--- src/design/stm_pkg.sv ---
package stm_pkg;

    // Control register bit layout, msb first
    typedef struct packed {
        logic high_overflow_flag;
        logic low_overflow_flag;
        logic low_interrupt_enable;
        logic comparator_capture_enable;
        logic split_mode_select;
        logic run_control;
        logic unused_bit;
        logic external_clock_select;
    } stm_ctrl_t;

    localparam logic [7:0] ADDR_CTRL = 8'hc8;
    localparam logic [7:0] ADDR_RELOAD_LOW = 8'hca;
    localparam logic [7:0] ADDR_RELOAD_HIGH = 8'hcb;
    localparam logic [7:0] ADDR_COUNT_LOW = 8'hcc;
    localparam logic [7:0] ADDR_COUNT_HIGH = 8'hcd;

    localparam logic [7:0] CTRL_RESET = 8'h00;
    localparam logic [15:0] COUNT_RESET = 16'h0000;
    localparam logic [15:0] RELOAD_RESET = 16'h0000;
    localparam logic [7:0] BYTE_MAX = 8'hff;
    localparam logic [15:0] WORD_MAX = 16'hffff;
    localparam logic [7:0] READ_NONE = 8'h00;

    // Prescaler terminal counts: divide by 12 and by 8
    localparam logic [3:0] SYS_DIV_LAST = 4'hb;
    localparam logic [2:0] EXT_DIV_LAST = 3'h7;

endpackage

--- src/design/stm_tick_gen.sv ---
`timescale 1ns/1ps

module stm_tick_gen #(
    parameter logic [3:0] SYS_LAST = stm_pkg::SYS_DIV_LAST,
    parameter logic [2:0] EXT_LAST = stm_pkg::EXT_DIV_LAST
) (
    input wire logic sys_clk,
    input wire logic nrst,
    input wire logic ext_clk_pin,
    input wire logic cmp_async,
    output logic tick_sys,
    output logic tick_ext,
    output logic cmp_rise
);

    logic [1:0] ext_sync_reg, ext_sync_next;
    logic [1:0] cmp_sync_reg, cmp_sync_next;
    logic ext_last_reg, ext_last_next;
    logic cmp_last_reg, cmp_last_next;
    logic [3:0] sys_div_reg, sys_div_next;
    logic [2:0] ext_div_reg, ext_div_next;
    logic tick_sys_reg, tick_sys_next;
    logic tick_ext_reg, tick_ext_next;
    logic cmp_rise_reg, cmp_rise_next;

    always_comb begin
        ext_sync_next = {ext_sync_reg[0], ext_clk_pin};
        cmp_sync_next = {cmp_sync_reg[0], cmp_async};
        ext_last_next = ext_sync_reg[1];
        cmp_last_next = cmp_sync_reg[1];
        sys_div_next = sys_div_reg + 4'h1;
        tick_sys_next = 1'b0;
        if (sys_div_reg == SYS_LAST) begin
            sys_div_next = 4'h0;
            tick_sys_next = 1'b1;
        end
        ext_div_next = ext_div_reg;
        tick_ext_next = 1'b0;
        // External clock counted on synchronised rising edges only
        if (ext_sync_reg[1] && !ext_last_reg) begin
            // Explicit wrap keeps the divide ratio right for any EXT_LAST
            if (ext_div_reg == EXT_LAST) begin
                ext_div_next = 3'h0;
            end else begin
                ext_div_next = ext_div_reg + 3'h1;
            end
            tick_ext_next = (ext_div_reg == EXT_LAST);
        end
        cmp_rise_next = cmp_sync_reg[1] && !cmp_last_reg;
    end

    always_ff @(posedge sys_clk or negedge nrst) begin
        if (!nrst) begin
            ext_sync_reg <= 2'h0;
            cmp_sync_reg <= 2'h0;
            ext_last_reg <= 1'b0;
            cmp_last_reg <= 1'b0;
            sys_div_reg <= 4'h0;
            ext_div_reg <= 3'h0;
            tick_sys_reg <= 1'b0;
            tick_ext_reg <= 1'b0;
            cmp_rise_reg <= 1'b0;
        end else begin
            ext_sync_reg <= ext_sync_next;
            cmp_sync_reg <= cmp_sync_next;
            ext_last_reg <= ext_last_next;
            cmp_last_reg <= cmp_last_next;
            sys_div_reg <= sys_div_next;
            ext_div_reg <= ext_div_next;
            tick_sys_reg <= tick_sys_next;
            tick_ext_reg <= tick_ext_next;
            cmp_rise_reg <= cmp_rise_next;
        end
    end

    assign tick_sys = tick_sys_reg;
    assign tick_ext = tick_ext_reg;
    assign cmp_rise = cmp_rise_reg;

    property p_sys_period;
        @(posedge sys_clk) disable iff (!nrst)
        tick_sys |-> ##12 tick_sys;
    endproperty
    a_sys_period: assert property (p_sys_period)
        else $error("system prescaler tick period is not twelve");

    property p_one_rise;
        @(posedge sys_clk) disable iff (!nrst)
        cmp_rise |=> !cmp_rise;
    endproperty
    a_one_rise: assert property (p_one_rise)
        else $error("comparator edge produced two capture strobes");

endmodule // stm_tick_gen

--- src/design/stm_timer.sv ---
`timescale 1ns/1ps

module stm_timer (
    input wire logic sys_clk,
    input wire logic nrst,
    input wire logic [7:0] sfr_addr,
    input wire logic sfr_wr,
    input wire logic [7:0] sfr_wdata,
    output logic [7:0] sfr_rdata,
    input wire logic timer_irq_enable,
    input wire logic high_byte_clock_choice,
    input wire logic low_byte_clock_choice,
    input wire logic ext_clk_pin,
    input wire logic analog_comparator_output,
    output logic timer_irq
);

    stm_pkg::stm_ctrl_t ctrl_reg, ctrl_next;
    logic [15:0] count_reg, count_next;
    logic [15:0] reload_reg, reload_next;
    logic [7:0] rdata_reg, rdata_next;
    logic irq_reg, irq_next;
    logic tick_sys, tick_ext, cmp_rise;
    logic tick_low, tick_high, set_high, set_low;

    stm_tick_gen u_tick (
        .sys_clk(sys_clk),
        .nrst(nrst),
        .ext_clk_pin(ext_clk_pin),
        .cmp_async(analog_comparator_output),
        .tick_sys(tick_sys),
        .tick_ext(tick_ext),
        .cmp_rise(cmp_rise)
    );

    // Per-byte choice of one means undivided system clock
    function automatic logic pick_tick(input logic choice, input logic xsel,
                                       input logic t_sys, input logic t_ext);
        return choice ? 1'b1 : (xsel ? t_ext : t_sys);
    endfunction

    function automatic logic wr_hit(input logic wr, input logic [7:0] addr,
                                    input logic [7:0] target);
        return wr && (addr == target);
    endfunction

    always_comb begin
        tick_low = pick_tick(low_byte_clock_choice,
            ctrl_reg.external_clock_select, tick_sys, tick_ext);
        tick_high = pick_tick(high_byte_clock_choice,
            ctrl_reg.external_clock_select, tick_sys, tick_ext);
    end

    always_comb begin
        ctrl_next = ctrl_reg;
        count_next = count_reg;
        reload_next = reload_reg;
        set_high = 1'b0;
        set_low = 1'b0;
        if (!ctrl_reg.split_mode_select) begin
            if (ctrl_reg.run_control && tick_low) begin
                if (count_reg == stm_pkg::WORD_MAX) begin
                    count_next = reload_reg;
                    set_high = 1'b1;
                end else begin
                    count_next = count_reg + 16'h0001;
                end
                if (count_reg[7:0] == stm_pkg::BYTE_MAX) begin
                    set_low = 1'b1;
                end
            end
        end else begin
            // Lower byte free-runs in split mode
            if (tick_low) begin
                if (count_reg[7:0] == stm_pkg::BYTE_MAX) begin
                    count_next[7:0] = reload_reg[7:0];
                    set_low = 1'b1;
                end else begin
                    count_next[7:0] = count_reg[7:0] + 8'h01;
                end
            end
            if (ctrl_reg.run_control && tick_high) begin
                if (count_reg[15:8] == stm_pkg::BYTE_MAX) begin
                    count_next[15:8] = reload_reg[15:8];
                    set_high = 1'b1;
                end else begin
                    count_next[15:8] = count_reg[15:8] + 8'h01;
                end
            end
        end
        if (wr_hit(sfr_wr, sfr_addr, stm_pkg::ADDR_COUNT_LOW)) begin
            count_next[7:0] = sfr_wdata;
        end
        if (wr_hit(sfr_wr, sfr_addr, stm_pkg::ADDR_COUNT_HIGH)) begin
            count_next[15:8] = sfr_wdata;
        end
        if (wr_hit(sfr_wr, sfr_addr, stm_pkg::ADDR_RELOAD_LOW)) begin
            reload_next[7:0] = sfr_wdata;
        end
        if (wr_hit(sfr_wr, sfr_addr, stm_pkg::ADDR_RELOAD_HIGH)) begin
            reload_next[15:8] = sfr_wdata;
        end
        // Capture beats a same-cycle software reload write
        if (ctrl_reg.comparator_capture_enable && cmp_rise) begin
            reload_next = count_reg;
            set_high = 1'b1;
        end
        if (wr_hit(sfr_wr, sfr_addr, stm_pkg::ADDR_CTRL)) begin
            ctrl_next = stm_pkg::stm_ctrl_t'(sfr_wdata);
        end
        ctrl_next.unused_bit = 1'b0;
        // Hardware set wins over a software clear in the same cycle
        ctrl_next.high_overflow_flag =
            ctrl_next.high_overflow_flag | set_high;
        ctrl_next.low_overflow_flag =
            ctrl_next.low_overflow_flag | set_low;
        irq_next = timer_irq_enable && (ctrl_reg.high_overflow_flag
            || (ctrl_reg.low_overflow_flag
                && ctrl_reg.low_interrupt_enable));
        case (sfr_addr)
            stm_pkg::ADDR_CTRL: rdata_next = ctrl_reg;
            stm_pkg::ADDR_RELOAD_LOW: rdata_next = reload_reg[7:0];
            stm_pkg::ADDR_RELOAD_HIGH: rdata_next = reload_reg[15:8];
            stm_pkg::ADDR_COUNT_LOW: rdata_next = count_reg[7:0];
            stm_pkg::ADDR_COUNT_HIGH: rdata_next = count_reg[15:8];
            default: rdata_next = stm_pkg::READ_NONE;
        endcase
    end

    always_ff @(posedge sys_clk or negedge nrst) begin
        if (!nrst) begin
            ctrl_reg <= stm_pkg::stm_ctrl_t'(stm_pkg::CTRL_RESET);
            count_reg <= stm_pkg::COUNT_RESET;
            reload_reg <= stm_pkg::RELOAD_RESET;
            rdata_reg <= stm_pkg::READ_NONE;
            irq_reg <= 1'b0;
        end else begin
            ctrl_reg <= ctrl_next;
            count_reg <= count_next;
            reload_reg <= reload_next;
            rdata_reg <= rdata_next;
            irq_reg <= irq_next;
        end
    end

    assign sfr_rdata = rdata_reg;
    assign timer_irq = irq_reg;

    property p_high_wrap;
        @(posedge sys_clk) disable iff (!nrst)
        ctrl_reg.split_mode_select && ctrl_reg.run_control && tick_high
            && count_reg[15:8] == stm_pkg::BYTE_MAX && !sfr_wr
            |=> ctrl_reg.high_overflow_flag
            && count_reg[15:8] == $past(reload_reg[15:8]);
    endproperty
    a_high_wrap: assert property (p_high_wrap)
        else $error("upper byte wrap did not set flag or reload");

    property p_word_wrap;
        @(posedge sys_clk) disable iff (!nrst)
        !ctrl_reg.split_mode_select && ctrl_reg.run_control && tick_low
            && count_reg == 16'hffff && !sfr_wr
            |=> ctrl_reg.high_overflow_flag && ctrl_reg.low_overflow_flag
            && count_reg == $past(reload_reg);
    endproperty
    a_word_wrap: assert property (p_word_wrap)
        else $error("16-bit wrap did not set flags or reload");

    property p_high_irq;
        @(posedge sys_clk) disable iff (!nrst)
        timer_irq_enable && ctrl_reg.high_overflow_flag |=> timer_irq;
    endproperty
    a_high_irq: assert property (p_high_irq)
        else $error("high flag did not raise interrupt");

    property p_low_wrap;
        @(posedge sys_clk) disable iff (!nrst)
        ctrl_reg.split_mode_select && tick_low && !sfr_wr
            && count_reg[7:0] == stm_pkg::BYTE_MAX
            |=> ctrl_reg.low_overflow_flag
            && count_reg[7:0] == $past(reload_reg[7:0]);
    endproperty
    a_low_wrap: assert property (p_low_wrap)
        else $error("lower byte wrap did not set flag or reload");

    property p_low_irq;
        @(posedge sys_clk) disable iff (!nrst)
        timer_irq_enable && ctrl_reg.low_overflow_flag
            && ctrl_reg.low_interrupt_enable |=> timer_irq;
    endproperty
    a_low_irq: assert property (p_low_irq)
        else $error("low flag with enable did not raise interrupt");

    property p_capture;
        @(posedge sys_clk) disable iff (!nrst)
        ctrl_reg.comparator_capture_enable && cmp_rise
            |=> reload_reg == $past(count_reg);
    endproperty
    a_capture: assert property (p_capture)
        else $error("capture did not copy the count");

    property p_capture_irq;
        @(posedge sys_clk) disable iff (!nrst)
        timer_irq_enable && ctrl_reg.comparator_capture_enable && cmp_rise
            ##1 timer_irq_enable |=> timer_irq;
    endproperty
    a_capture_irq: assert property (p_capture_irq)
        else $error("capture did not raise interrupt");

    property p_word_count;
        @(posedge sys_clk) disable iff (!nrst)
        !ctrl_reg.split_mode_select && ctrl_reg.run_control && tick_low
            && count_reg != 16'hffff && !sfr_wr
            |=> count_reg == $past(count_reg) + 16'h0001;
    endproperty
    a_word_count: assert property (p_word_count)
        else $error("16-bit count did not advance");

    property p_high_gated;
        @(posedge sys_clk) disable iff (!nrst)
        ctrl_reg.split_mode_select && !ctrl_reg.run_control && !sfr_wr
            |=> $stable(count_reg[15:8]);
    endproperty
    a_high_gated: assert property (p_high_gated)
        else $error("upper byte moved while stopped");

    property p_split_source;
        @(posedge sys_clk) disable iff (!nrst)
        !low_byte_clock_choice && ctrl_reg.external_clock_select
            |-> tick_low == tick_ext;
    endproperty
    a_split_source: assert property (p_split_source)
        else $error("low byte not on external source");

    property p_unused_zero;
        @(posedge sys_clk) disable iff (!nrst)
        $past(sfr_addr) == stm_pkg::ADDR_CTRL |-> !sfr_rdata[1];
    endproperty
    a_unused_zero: assert property (p_unused_zero)
        else $error("unused control bit read as one");

endmodule // stm_timer

--- config.mk ---
export PLATFORM = sky130hd
export DESIGN_NAME = stm_timer
export DESIGN_NICKNAME = d
export VERILOG_FILES = /design/src/design/stm_pkg.sv /design/src/design/stm_tick_gen.sv /design/src/design/stm_timer.sv
export SDC_FILE = /design/constraint.sdc
export NUM_CORES = 1
export LEC_CHECK = 0
export ABC_AREA = 1
export BUFFER_PORTS_ARGS = -buffer_cell sky130_fd_sc_hd__buf_2
export CAP_MARGIN = 5
export CORE_MARGIN = 3
export CORE_UTILIZATION = 60
export CTS_CLUSTER_DIAMETER = 120
export DETAILED_ROUTE_END_ITERATION = 8
export PLACE_DENSITY = 0.87
export SLEW_MARGIN = 20
export SYNTH_ARGS = -nofsm -noshare
export SYNTH_HDL_FRONTEND = slang
export SYNTH_HIERARCHICAL = 1
export SYNTH_SLANG_ARGS = --single-unit
--- constraint.sdc ---
create_clock -name sys_clk -period 4.05 [get_ports sys_clk]
set_clock_uncertainty 0.15 [all_clocks]
set_input_delay 0.6075 -clock sys_clk [delete_from_list [all_inputs] [get_ports sys_clk]]
set_output_delay 0.6075 -clock sys_clk [all_outputs]
set_load 0.05 [all_outputs]
==> flow_summary_export.csv, run 1 <==
group,metric,value,unit
clock_network,root_buffer,"clkbuf_8",
timing,fin_tns_setup,0,ns
critical_path,startpoint,"count_reg[8]",
run_status,status,"finished, final reports clean",
drt,wl_per_cell,17.4,um
clock_network,cts.sinks,64,
placement,io_buffers,32,
logic_synthesis,yosysWarnings,6,
clock_network,post_cts_resized,0,
timing,slew_viol_final,0,
timing,fin_ws,1.81,ns
drt,drt_first_pass_iters,5,
placement,place_hpwl,8890,um
logic_synthesis,synth_edf_count,0,
timing,rsz0062_at_grt,"no",
clock_network,cts_tree,"yes",
grt,grtUsageTotal,33.8,%
grt,globalRouteOverflowTotal,0,
logic_synthesis,syn_area,3860,um2
clock_network,clockBufferDepth,2,
worst_hold_path,hold_class,"input pin to asynchronous set/reset pin",
floorplan,die_h,86.2,um
clock_network,post-cts-setup-buffers,0,
critical_path,cp-end-kind,"register",
floorplan,dieArea,7440,um2
timing,setup_viol,0,
floorplan,ios,33,
critical_path,worstSetupStartpointType,"register",
logic_synthesis,yosys_most_used_dff,"dfrtp_1",
drt,drc_errors,0,
pwr,p_leak,2.34,nW
drt,wirelength,11700,um
timing,fin_crit_sh,55.4,%
critical_path,worst-endpoint-required,4.14,ns
pwr,powerDensity,507,nW/um2
drt,drt_iter0_drc,391,
floorplan,rows,28,
grt,grt_pass1_wl,19100,um
placement,gp_congestion,1.01,
grt,grt_max_degree,37,
clock_network,worstSkewPairLatency,0.35,ns
critical_path,critPathMaxFanout,11,
grt,antenna_found_initial,0,
timing,clock.fmax,446,MHz
placement,dp_slack,1.69,ns
floorplan,die_w,86.2,um
drt,route.vias.total,4020,
logic_synthesis,synth_nets,585,
floorplan,core-area,6060,um2
layout,fin_util,71.1,%
critical_path,worstSetupPathType,"register to register",
layout,mostFrequentLayoutCells,"nand2_1, dfrtp_1, inv_1, nand3_1, nor2_1",
logic_synthesis,synth-seq-cells,64,
layout,drive_gt1_share,13.9,%
grt,grt_pass1_vias,3712,
pwr,ir_drop,0.367,mV
critical_path,ff2ff_setup_slack,1.81,ns
layout,layout_commonest_cell,"nand2_1",
clock_network,htree_levels,3,
clock_network,cts_hold_buf,0,
layout,diodes,0,
critical_path,timing.critical_path.to,"count_reg[7]",
logic_synthesis,synth-seq-area-share,41.5,%
timing,finalCriticalPeriod,2.24,ns
flow_run,maxCapViolations,0,
drt,via_per_inst,5.96,
drt,ant_nets,0,
clock_network,cts_buffers,9,
logic_synthesis,syn_area_per_cell,6.95,um2
timing,hold_slack,0.200,ns
logic_synthesis,async_reset_ff_share,100,%
critical_path,regToRegEndpoint,"count_reg[7]",
logic_synthesis,synthCells,556,
logic_synthesis,ys_types,36,
timing,slew_headroom,44.8,%
layout,fillCellCount,513,
clock_network,clkTransAtPathRegs,0.08,ns
critical_path,r2r_start,"count_reg[8]",
timing,hold_viol,0,
timing,worst_slew_pin_slew,0.828,ns
layout,final_nets,623,
floorplan,initial_utilization,63.7,%
layout,syn_to_final_growth,11.6,%
critical_path,cp.arrival,2.33,ns
critical_path,ff2ff_path_depth,9,
worst min path at each step:
stage	from	endpoint	slack [ns]	depth (start not counted)
2_1_floorplan	nrst	count_reg[0]	0.16	0
3_3_place_gp	u_tick/ext_sync_reg[0]	u_tick/ext_sync_reg[1]	0.18	0
3_5_place_dp	u_tick/ext_sync_reg[0]	u_tick/ext_sync_reg[1]	0.20	0
4_1_cts	analog_comparator_output	u_tick/cmp_sync_reg[0]	0.20	1
5_1_grt	analog_comparator_output	u_tick/cmp_sync_reg[0]	0.20	1
6_report	nrst	u_tick/ext_sync_reg[0]	0.20	1
through the flow:
stage	power, W	instance area, um2	std cells
final	0.00218	4310	674
after floorplan	0.00133	3860	556
after global routing	0.00231	4310	674
after CTS	0.00216	4310	674
after global placement	0.00151	4080	658
after detailed placement	0.00153	4080	658
synthesized netlist by cell type, types with 7 or more instances:
cell	number	area, um2
inv_1	60	225
o21ai_1	25	125
nand2_1	186	698
nor2_2	7	43.8
o22ai_1	8	50.1
dfrtp_1	64	1600
inv_2	17	63.8
nand3_1	59	295
a21oi_1	8	40.0
o21ai_0	19	95.1
nor2_1	53	199
power breakdown:
| group | switching, W | internal (W) |
|---|---|---|
| logic | 0.000387 | 0.000211 |
| registers | 0.000182 | 0.000770 |
| clock network | 0.000281 | 0.000353 |
cell type report:
cell class / instances / area, um2 / share of cell area [%]
Multi-Input combinational cell: 406 / 1920 / 44.5
Sequential cell: 64 / 1600 / 37.1
Inverter: 79 / 297 / 6.88
Timing Repair Buffer: 34 / 175 / 4.06
Clock buffer: 9 / 124 / 2.87
Clock inverter: 7 / 104 / 2.41
Tap cell: 75 / 93.8 / 2.18
worst max-delay path, stage by stage, from the launching register on:
cell     delay (ns)
dfrtp_1        0.46
ha_1           0.32
nand2_2        0.16
nor2_8         0.06
nand2_4        0.20
nor2_8         0.09
nor2_2         0.31
o21ai_0        0.17
nand3_1        0.12
nand3_1        0.07
kinds of logic (layout without fill, tap and decap cells):
group                      Yosys count  count (layout)  share of synthesized area [%]
AOI/OAI and AO/OA                   76              76                           11.4
xor gates and xnor gates             3               3                          0.680
adders and majority gates            5               5                           1.62
buffers and inverters               86             129                           8.91
DFF                                 64              64                           41.5
and+or+nand+nor                    322             322                           35.9
layer usage:
metal  GRT usage (%)  vias up  part of all wire (%)
li1                -     1863                     -
met1            48.8     1837                    40
met2            52.3      284                    45
met3            6.46       36                    12
met4            10.1        0                   3.0
met5               0        -                     0
Power figures use the tool's default switching activity.
==> run 2, diff against run 1 <==
Settings changed: CORE_UTILIZATION 60 to 54, PLACE_DENSITY 0.87 to 0.83.
Clock period 4.05 ns to 2 ns, I/O delays scaled along.
==> flow_summary_export.csv, run 2 (synthesis gave the netlist of run 1 again) <==
group,metric,value,unit
run_status,status,"finished, final reports clean",
clock_network,worstSkewPairLatency,0.36,ns
layout,final_nets,653,
critical_path,path_common_cell,"nand2_1",
pwr,p_leak,2.45,nW
timing,fin_crit_sh,93.9,%
floorplan,dieArea,8200,um2
timing,rsz0062_at_grt,"no",
grt,antenna_found_initial,0,
drt,wirelength,11700,um
grt,globalRouteOverflowTotal,0,
layout,drive_gt1_share,18.3,%
critical_path,worst-endpoint-required,2.14,ns
drt,drt_iter0_drc,347,
placement,place_hpwl,8930,um
timing,fin_tns_setup,0,ns
placement,dp_slack,0.0320,ns
layout,regArea,1600,um2
critical_path,cp_slowest_stage_delay,0.42,ns
timing,setup_viol,0,
drt,ant_nets,0,
clock_network,cts_tree,"yes",
drt,via_per_inst,5.58,
timing,clock.fmax,533,MHz
timing,fin_ws,0.123,ns
clock_network,cts_buffers,9,
timing,finalCriticalPeriod,1.88,ns
drt,route.vias.total,4042,
pwr,ir_drop,0.618,mV
timing,worst_slew_pin_slew,0.439,ns
critical_path,worstSetupPathType,"register to register",
grt,grtUsageTotal,29.5,%
layout,fillCellCount,604,
grt,grt_pass1_wl,18900,um
clock_network,clkTransAtPathRegs,0.07,ns
layout,diodes,0,
timing,slew_headroom,70.7,%
critical_path,crit_chain,"nand2_1 > o21ai_0 > o21bai_1 > nand3_2 > inv_1 > nand2_1 > nand2_1",
drt,drt_first_pass_iters,5,
grt,grt_pass1_vias,3789,
placement,gp_congestion,1.01,
floorplan,core-area,6870,um2
drt,drc_errors,0,
pwr,powerDensity,939,nW/um2
critical_path,cp-end-kind,"register",
timing,hold_viol,0,
critical_path,worstSetupStartpointType,"register",
clock_network,htree_levels,3,
placement,io_buffers,32,
floorplan,die_h,90.6,um
layout,multiInputGateArea,1960,um2
floorplan,ios,33,
drt,wl_per_cell,16.1,um
critical_path,cp.arrival,2.02,ns
flow_run,maxCapViolations,0,
timing,slew_viol_final,0,
worst_hold_path,hold_class,"input pin to register",
layout,layout_commonest_cell,"nand2_1",
layout,mostFrequentLayoutCells,"nand2_1, dfrtp_1, inv_1, nand3_1, nor2_1",
clock_network,clockBufferDepth,2,
critical_path,critPathMaxFanout,8,
clock_network,cts.sinks,64,
grt,grt_max_degree,65,
critical_path,critPathSlowestCell,"dfrtp_1",
floorplan,initial_utilization,56.2,%
clock_network,root_buffer,"clkbuf_8",
floorplan,rows,30,
floorplan,die_w,90.6,um
layout,syn_to_final_growth,18.2,%
-- run 2: metrics by stage --
step           power (W)  instances  utilization, %  hold slack, ns  area, um2
4_1_cts          0.00420        722            65.6          0.0483       4500
6_report         0.00429        725            66.5          0.0436       4570
3_3_place_gp     0.00318        703            62.6           0.188       4300
5_1_grt          0.00457        725            66.5          0.0503       4570
3_5_place_dp     0.00320        703            62.6           0.185       4300
2_1_floorplan    0.00269        556               -          -0.146       3860
-- run 2: layout make-up --
type | count | share of cell area (%)
timing repair buffer | 64 | 9.21
tap | 96 | 2.63
multi-input combinational | 406 | 42.8
clock inverter | 7 | 1.04
sequential | 64 | 35.1
clock buffer | 9 | 2.71
inverter | 79 | 6.49
-- run 2: path summary, 6_finish.rpt --
| check | startpoint | to | slack, ns | depth (start not counted) |
|---|---|---|---|---|
| worst max register to register | ctrl_reg[0] | count_reg[10] | 0.12 | 7 |
| min in group asynchronous | nrst | u_tick/ext_div_reg[0] | 0.33 | 3 |
| worst min-delay path | timer_irq_enable | timer_irq | 0.04 | 2 |
| worst min register to register | u_tick/ext_sync_reg[0] | u_tick/ext_sync_reg[1] | 0.21 | 0 |
| max in group asynchronous | nrst | count_reg[1] | 1.08 | 3 |
| worst max-delay path | ctrl_reg[0] | count_reg[10] | 0.12 | 7 |
-- run 2: layer usage --
layer | global-route usage (%) | share of wire, %
met1 | 39.9 | 42
met2 | 44.8 | 44
met3 | 8.42 | 10
met4 | 11.6 | 3.0
met5 | 0 | 0
-- run 2: what timing repair did --
item | CTS | global route
hold buffers | 3 | 0
setup endpoints to repair | 0 | 14
buffers inserted | 0 | 3
gates resized for setup | 0 | 9
hold endpoints to repair | 66 | 0
-- run 2: power breakdown --
group / switching [W] / internal (W) / total (W) / leakage (nW)
logic: 0.000883 / 0.000554 / 0.00144 / 1.57
clock network: 0.000564 / 0.000448 / 0.00101 / 0.0854
registers: 0.000276 / 0.00156 / 0.00184 / 0.790
-- run 2: critical path, delay by kind of cell, from the launching register on --
kind	cells	cell delay [ns]
buffers and inverters	1	0.27
DFF	1	0.42
AOI/OAI and AO/OA	2	0.44
and+or+nand+nor	4	0.51
==> run 3, diff against run 2 <==
Settings changed: CAP_MARGIN 5 to 20, SYNTH_HIERARCHICAL 1 to not set.
==> flow_summary_export.csv, run 3 <==
group,metric,value,unit
run_status,status,"finished, final reports clean",
clock_network,worstSkewPairLatency,0.36,ns
timing,worst_slew_pin_slew,0.636,ns
layout,drive_gt1_share,22.3,%
logic_synthesis,synthCells,531,
clock_network,cts.sinks,64,
timing,hold_viol,0,
critical_path,cp.arrival,2.01,ns
pwr,power.internal,0.00245,W
drt,wirelength,11800,um
clock_network,cts_tree,"yes",
drt,ant_nets,0,
pwr,p_leak,2.36,nW
timing,fin_tns_setup,0,ns
logic_synthesis,syn_area_per_cell,7.58,um2
layout,syn_to_final_growth,15.3,%
layout,multiInputGateArea,2050,um2
drt,drt_first_pass_iters,5,
floorplan,dieArea,8520,um2
floorplan,initial_utilization,57.3,%
logic_synthesis,yosys_most_used_dff,"dfrtp_1",
timing,slew_viol_final,0,
placement,gp_congestion,0.996,
timing,finalCriticalPeriod,1.85,ns
placement,place_hpwl,9150,um
logic_synthesis,synth_top_area_cell,"dfrtp_1",
floorplan,die_h,92.3,um
drt,wl_per_cell,17.3,um
drt,drc_errors,0,
logic_synthesis,synth-seq-cells,64,
pwr,p_seq_share,44.9,%
logic_synthesis,synth_nets,560,
pwr,powerDensity,792,nW/um2
logic_synthesis,ys_types,40,
layout,mostFrequentLayoutCells,"nand2_1, inv_1, dfrtp_1, nor2_1, buf_2",
grt,grtUsageTotal,29.4,%
logic_synthesis,synthDominantCellAreaShare,39.8,%
timing,rsz0062_at_grt,"no",
clock_network,root_buffer,"clkbuf_8",
clock_network,cts_buffers,9,
logic_synthesis,synth_edf_count,0,
logic_synthesis,yosysMostFrequentCell,"nand2_1",
pwr,power_frac_clock,35.3,%
logic_synthesis,synth_mux_area_share,0.249,%
pwr,comb_power_share,19.9,%
floorplan,rows,30,
flow_run,maxCapViolations,0,
grt,grt_max_degree,65,
grt,grt_pass1_wl,19400,um
drt,route.vias.total,3884,
clock_network,clockBufferDepth,2,
layout,fillCellCount,598,
placement,placed_cells,665,
floorplan,die_w,92.3,um
layout,diodes,0,
pwr,switching_share,33.4,%
pwr,switching_power,0.00123,W
grt,globalRouteOverflowTotal,0,
worst_hold_path,hold_class,"input pin to register",
critical_path,worst-endpoint-required,2.15,ns
logic_synthesis,synth-seq-area-share,39.8,%
timing,setup_viol,0,
critical_path,worstSetupPathType,"register to register",
logic_synthesis,synthTopCellsByArea,"dfrtp_1, nand2_1, inv_1, nor2_1, nand3_1",
grt,antenna_found_initial,0,
grt,grt_pass1_vias,3778,
logic_synthesis,netlist_top_cells_count,"nand2_1, inv_1, dfrtp_1, nor2_1, nand3_1",
logic_synthesis,synth_compound_area_share,16.0,%
pwr,finalPower,0.00367,W
logic_synthesis,synth_fa_ha_area_share,1.56,%
timing,slew_headroom,57.6,%
layout,instances_no_fill,684,
floorplan,core-area,7020,um2
floorplan,ios,33,
placement,io_buffers,32,
timing,fin_crit_sh,92.7,%
layout,final_nets,612,
clock_network,clkTransAtPathRegs,0.08,ns
logic_synthesis,synthSimpleGateAreaFrac,32.0,%
timing,clock.fmax,539,MHz
critical_path,critPathMaxFanout,5,
critical_path,cp-end-kind,"register",
pwr,ir_drop,0.515,mV
logic_synthesis,synthXorXnorAreaFrac,0.871,%
clock_network,htree_levels,3,
drt,via_per_inst,5.68,
logic_synthesis,async_reset_ff_share,100,%
critical_path,worstSetupStartpointType,"register",
logic_synthesis,syn_area,4020,um2
layout,regArea,1600,um2
logic_synthesis,yosysWarnings,0,
layout,layout_commonest_cell,"nand2_1",
drt,drt_iter0_drc,398,
logic_synthesis,synth_top_family_by_area,"simple AND/OR/NAND/NOR gates",
run 3: final cells by class:
cell class / instances / area share (%)
inverter: 77 / 6.23
clock inverter: 7 / 2.21
multi-input combinational: 376 / 44.1
sequential: 64 / 34.6
tap: 96 / 2.59
clock buffer: 9 / 2.67
timing repair buffer: 55 / 7.61
run 3: layer usage:
layer  global-route usage [%]  up-vias  wire length [um]
met4                     11.3        0               459
li1                         -     1845                 -
met5                        0        -                 0
met1                     38.8     1787              4830
met3                     6.74       42               991
met2                     46.9      210              5550
run 3: worst paths after layout:
check | start | end | slack, ns | cells past startpoint
setup / recovery | count_reg[1] | count_reg[9] | 0.15 | 9
hold / removal | sfr_wdata[2] | count_reg[2] | 0.03 | 3
setup reg to reg | count_reg[1] | count_reg[9] | 0.15 | 9
hold reg to reg | u_tick.cmp_sync_reg[0] | u_tick.cmp_sync_reg[1] | 0.21 | 0
max in group asynchronous | nrst | ctrl_reg[0] | 1.08 | 3
min in group asynchronous | nrst | sfr_rdata[6] | 0.34 | 3
run 3: power groups by stage:
| stage | sequential [W] | clock [W] | combinational [W] |
|---|---|---|---|
| after floorplan | 0.00161 | 0 | 0.000478 |
| after global placement | 0.00167 | 0 | 0.000701 |
| after detailed placement | 0.00167 | 0 | 0.000718 |
| after CTS | 0.00164 | 0.00129 | 0.000727 |
| after global routing | 0.00167 | 0.00135 | 0.000824 |
| final | 0.00165 | 0.00130 | 0.000731 |
run 3: kinds of logic (layout without fill, tap and decap cells):
logic type,count (synthesis),in the layout
AO/OA/AOI/OAI,102,102
flip-flops,64,64
AND/OR/NAND/NOR,264,264
multiplexers,1,1
adder cells (fa/ha/maj),5,5
XOR/XNOR,4,4
buffers and inverters,91,148
run 3: worst max-delay path, cell delays in order (launching register included):
cell and delay (ns):
dfrtp_1 0.42, ha_1 0.26, nand3_4 0.16, nor2_4 0.22
nand3_2 0.17, nand2_1 0.15, nand3_1 0.09, nand2_1 0.07
nand2_1 0.05, nand2_1 0.05
run 3: what timing repair did:
action	in CTS	in global routing
buffers inserted	0	0
hold buffers	3	0
hold endpoints to repair	66	0
setup endpoints to repair	0	7
gates resized for setup	0	3
run 3: metrics by stage:
stage	utilization (%)	hold slack, ns	setup slack (ns)	cell area (um2)
final	66.1	0.0258	0.146	4640
after detailed placement	62.3	0.189	0.0959	4370
after global placement	62.3	0.187	0.130	4370
after floorplan	-	-0.146	0.267	4020
after global routing	66.1	0.0356	0.00829	4640
after CTS	65.9	0.0280	0.0772	4630
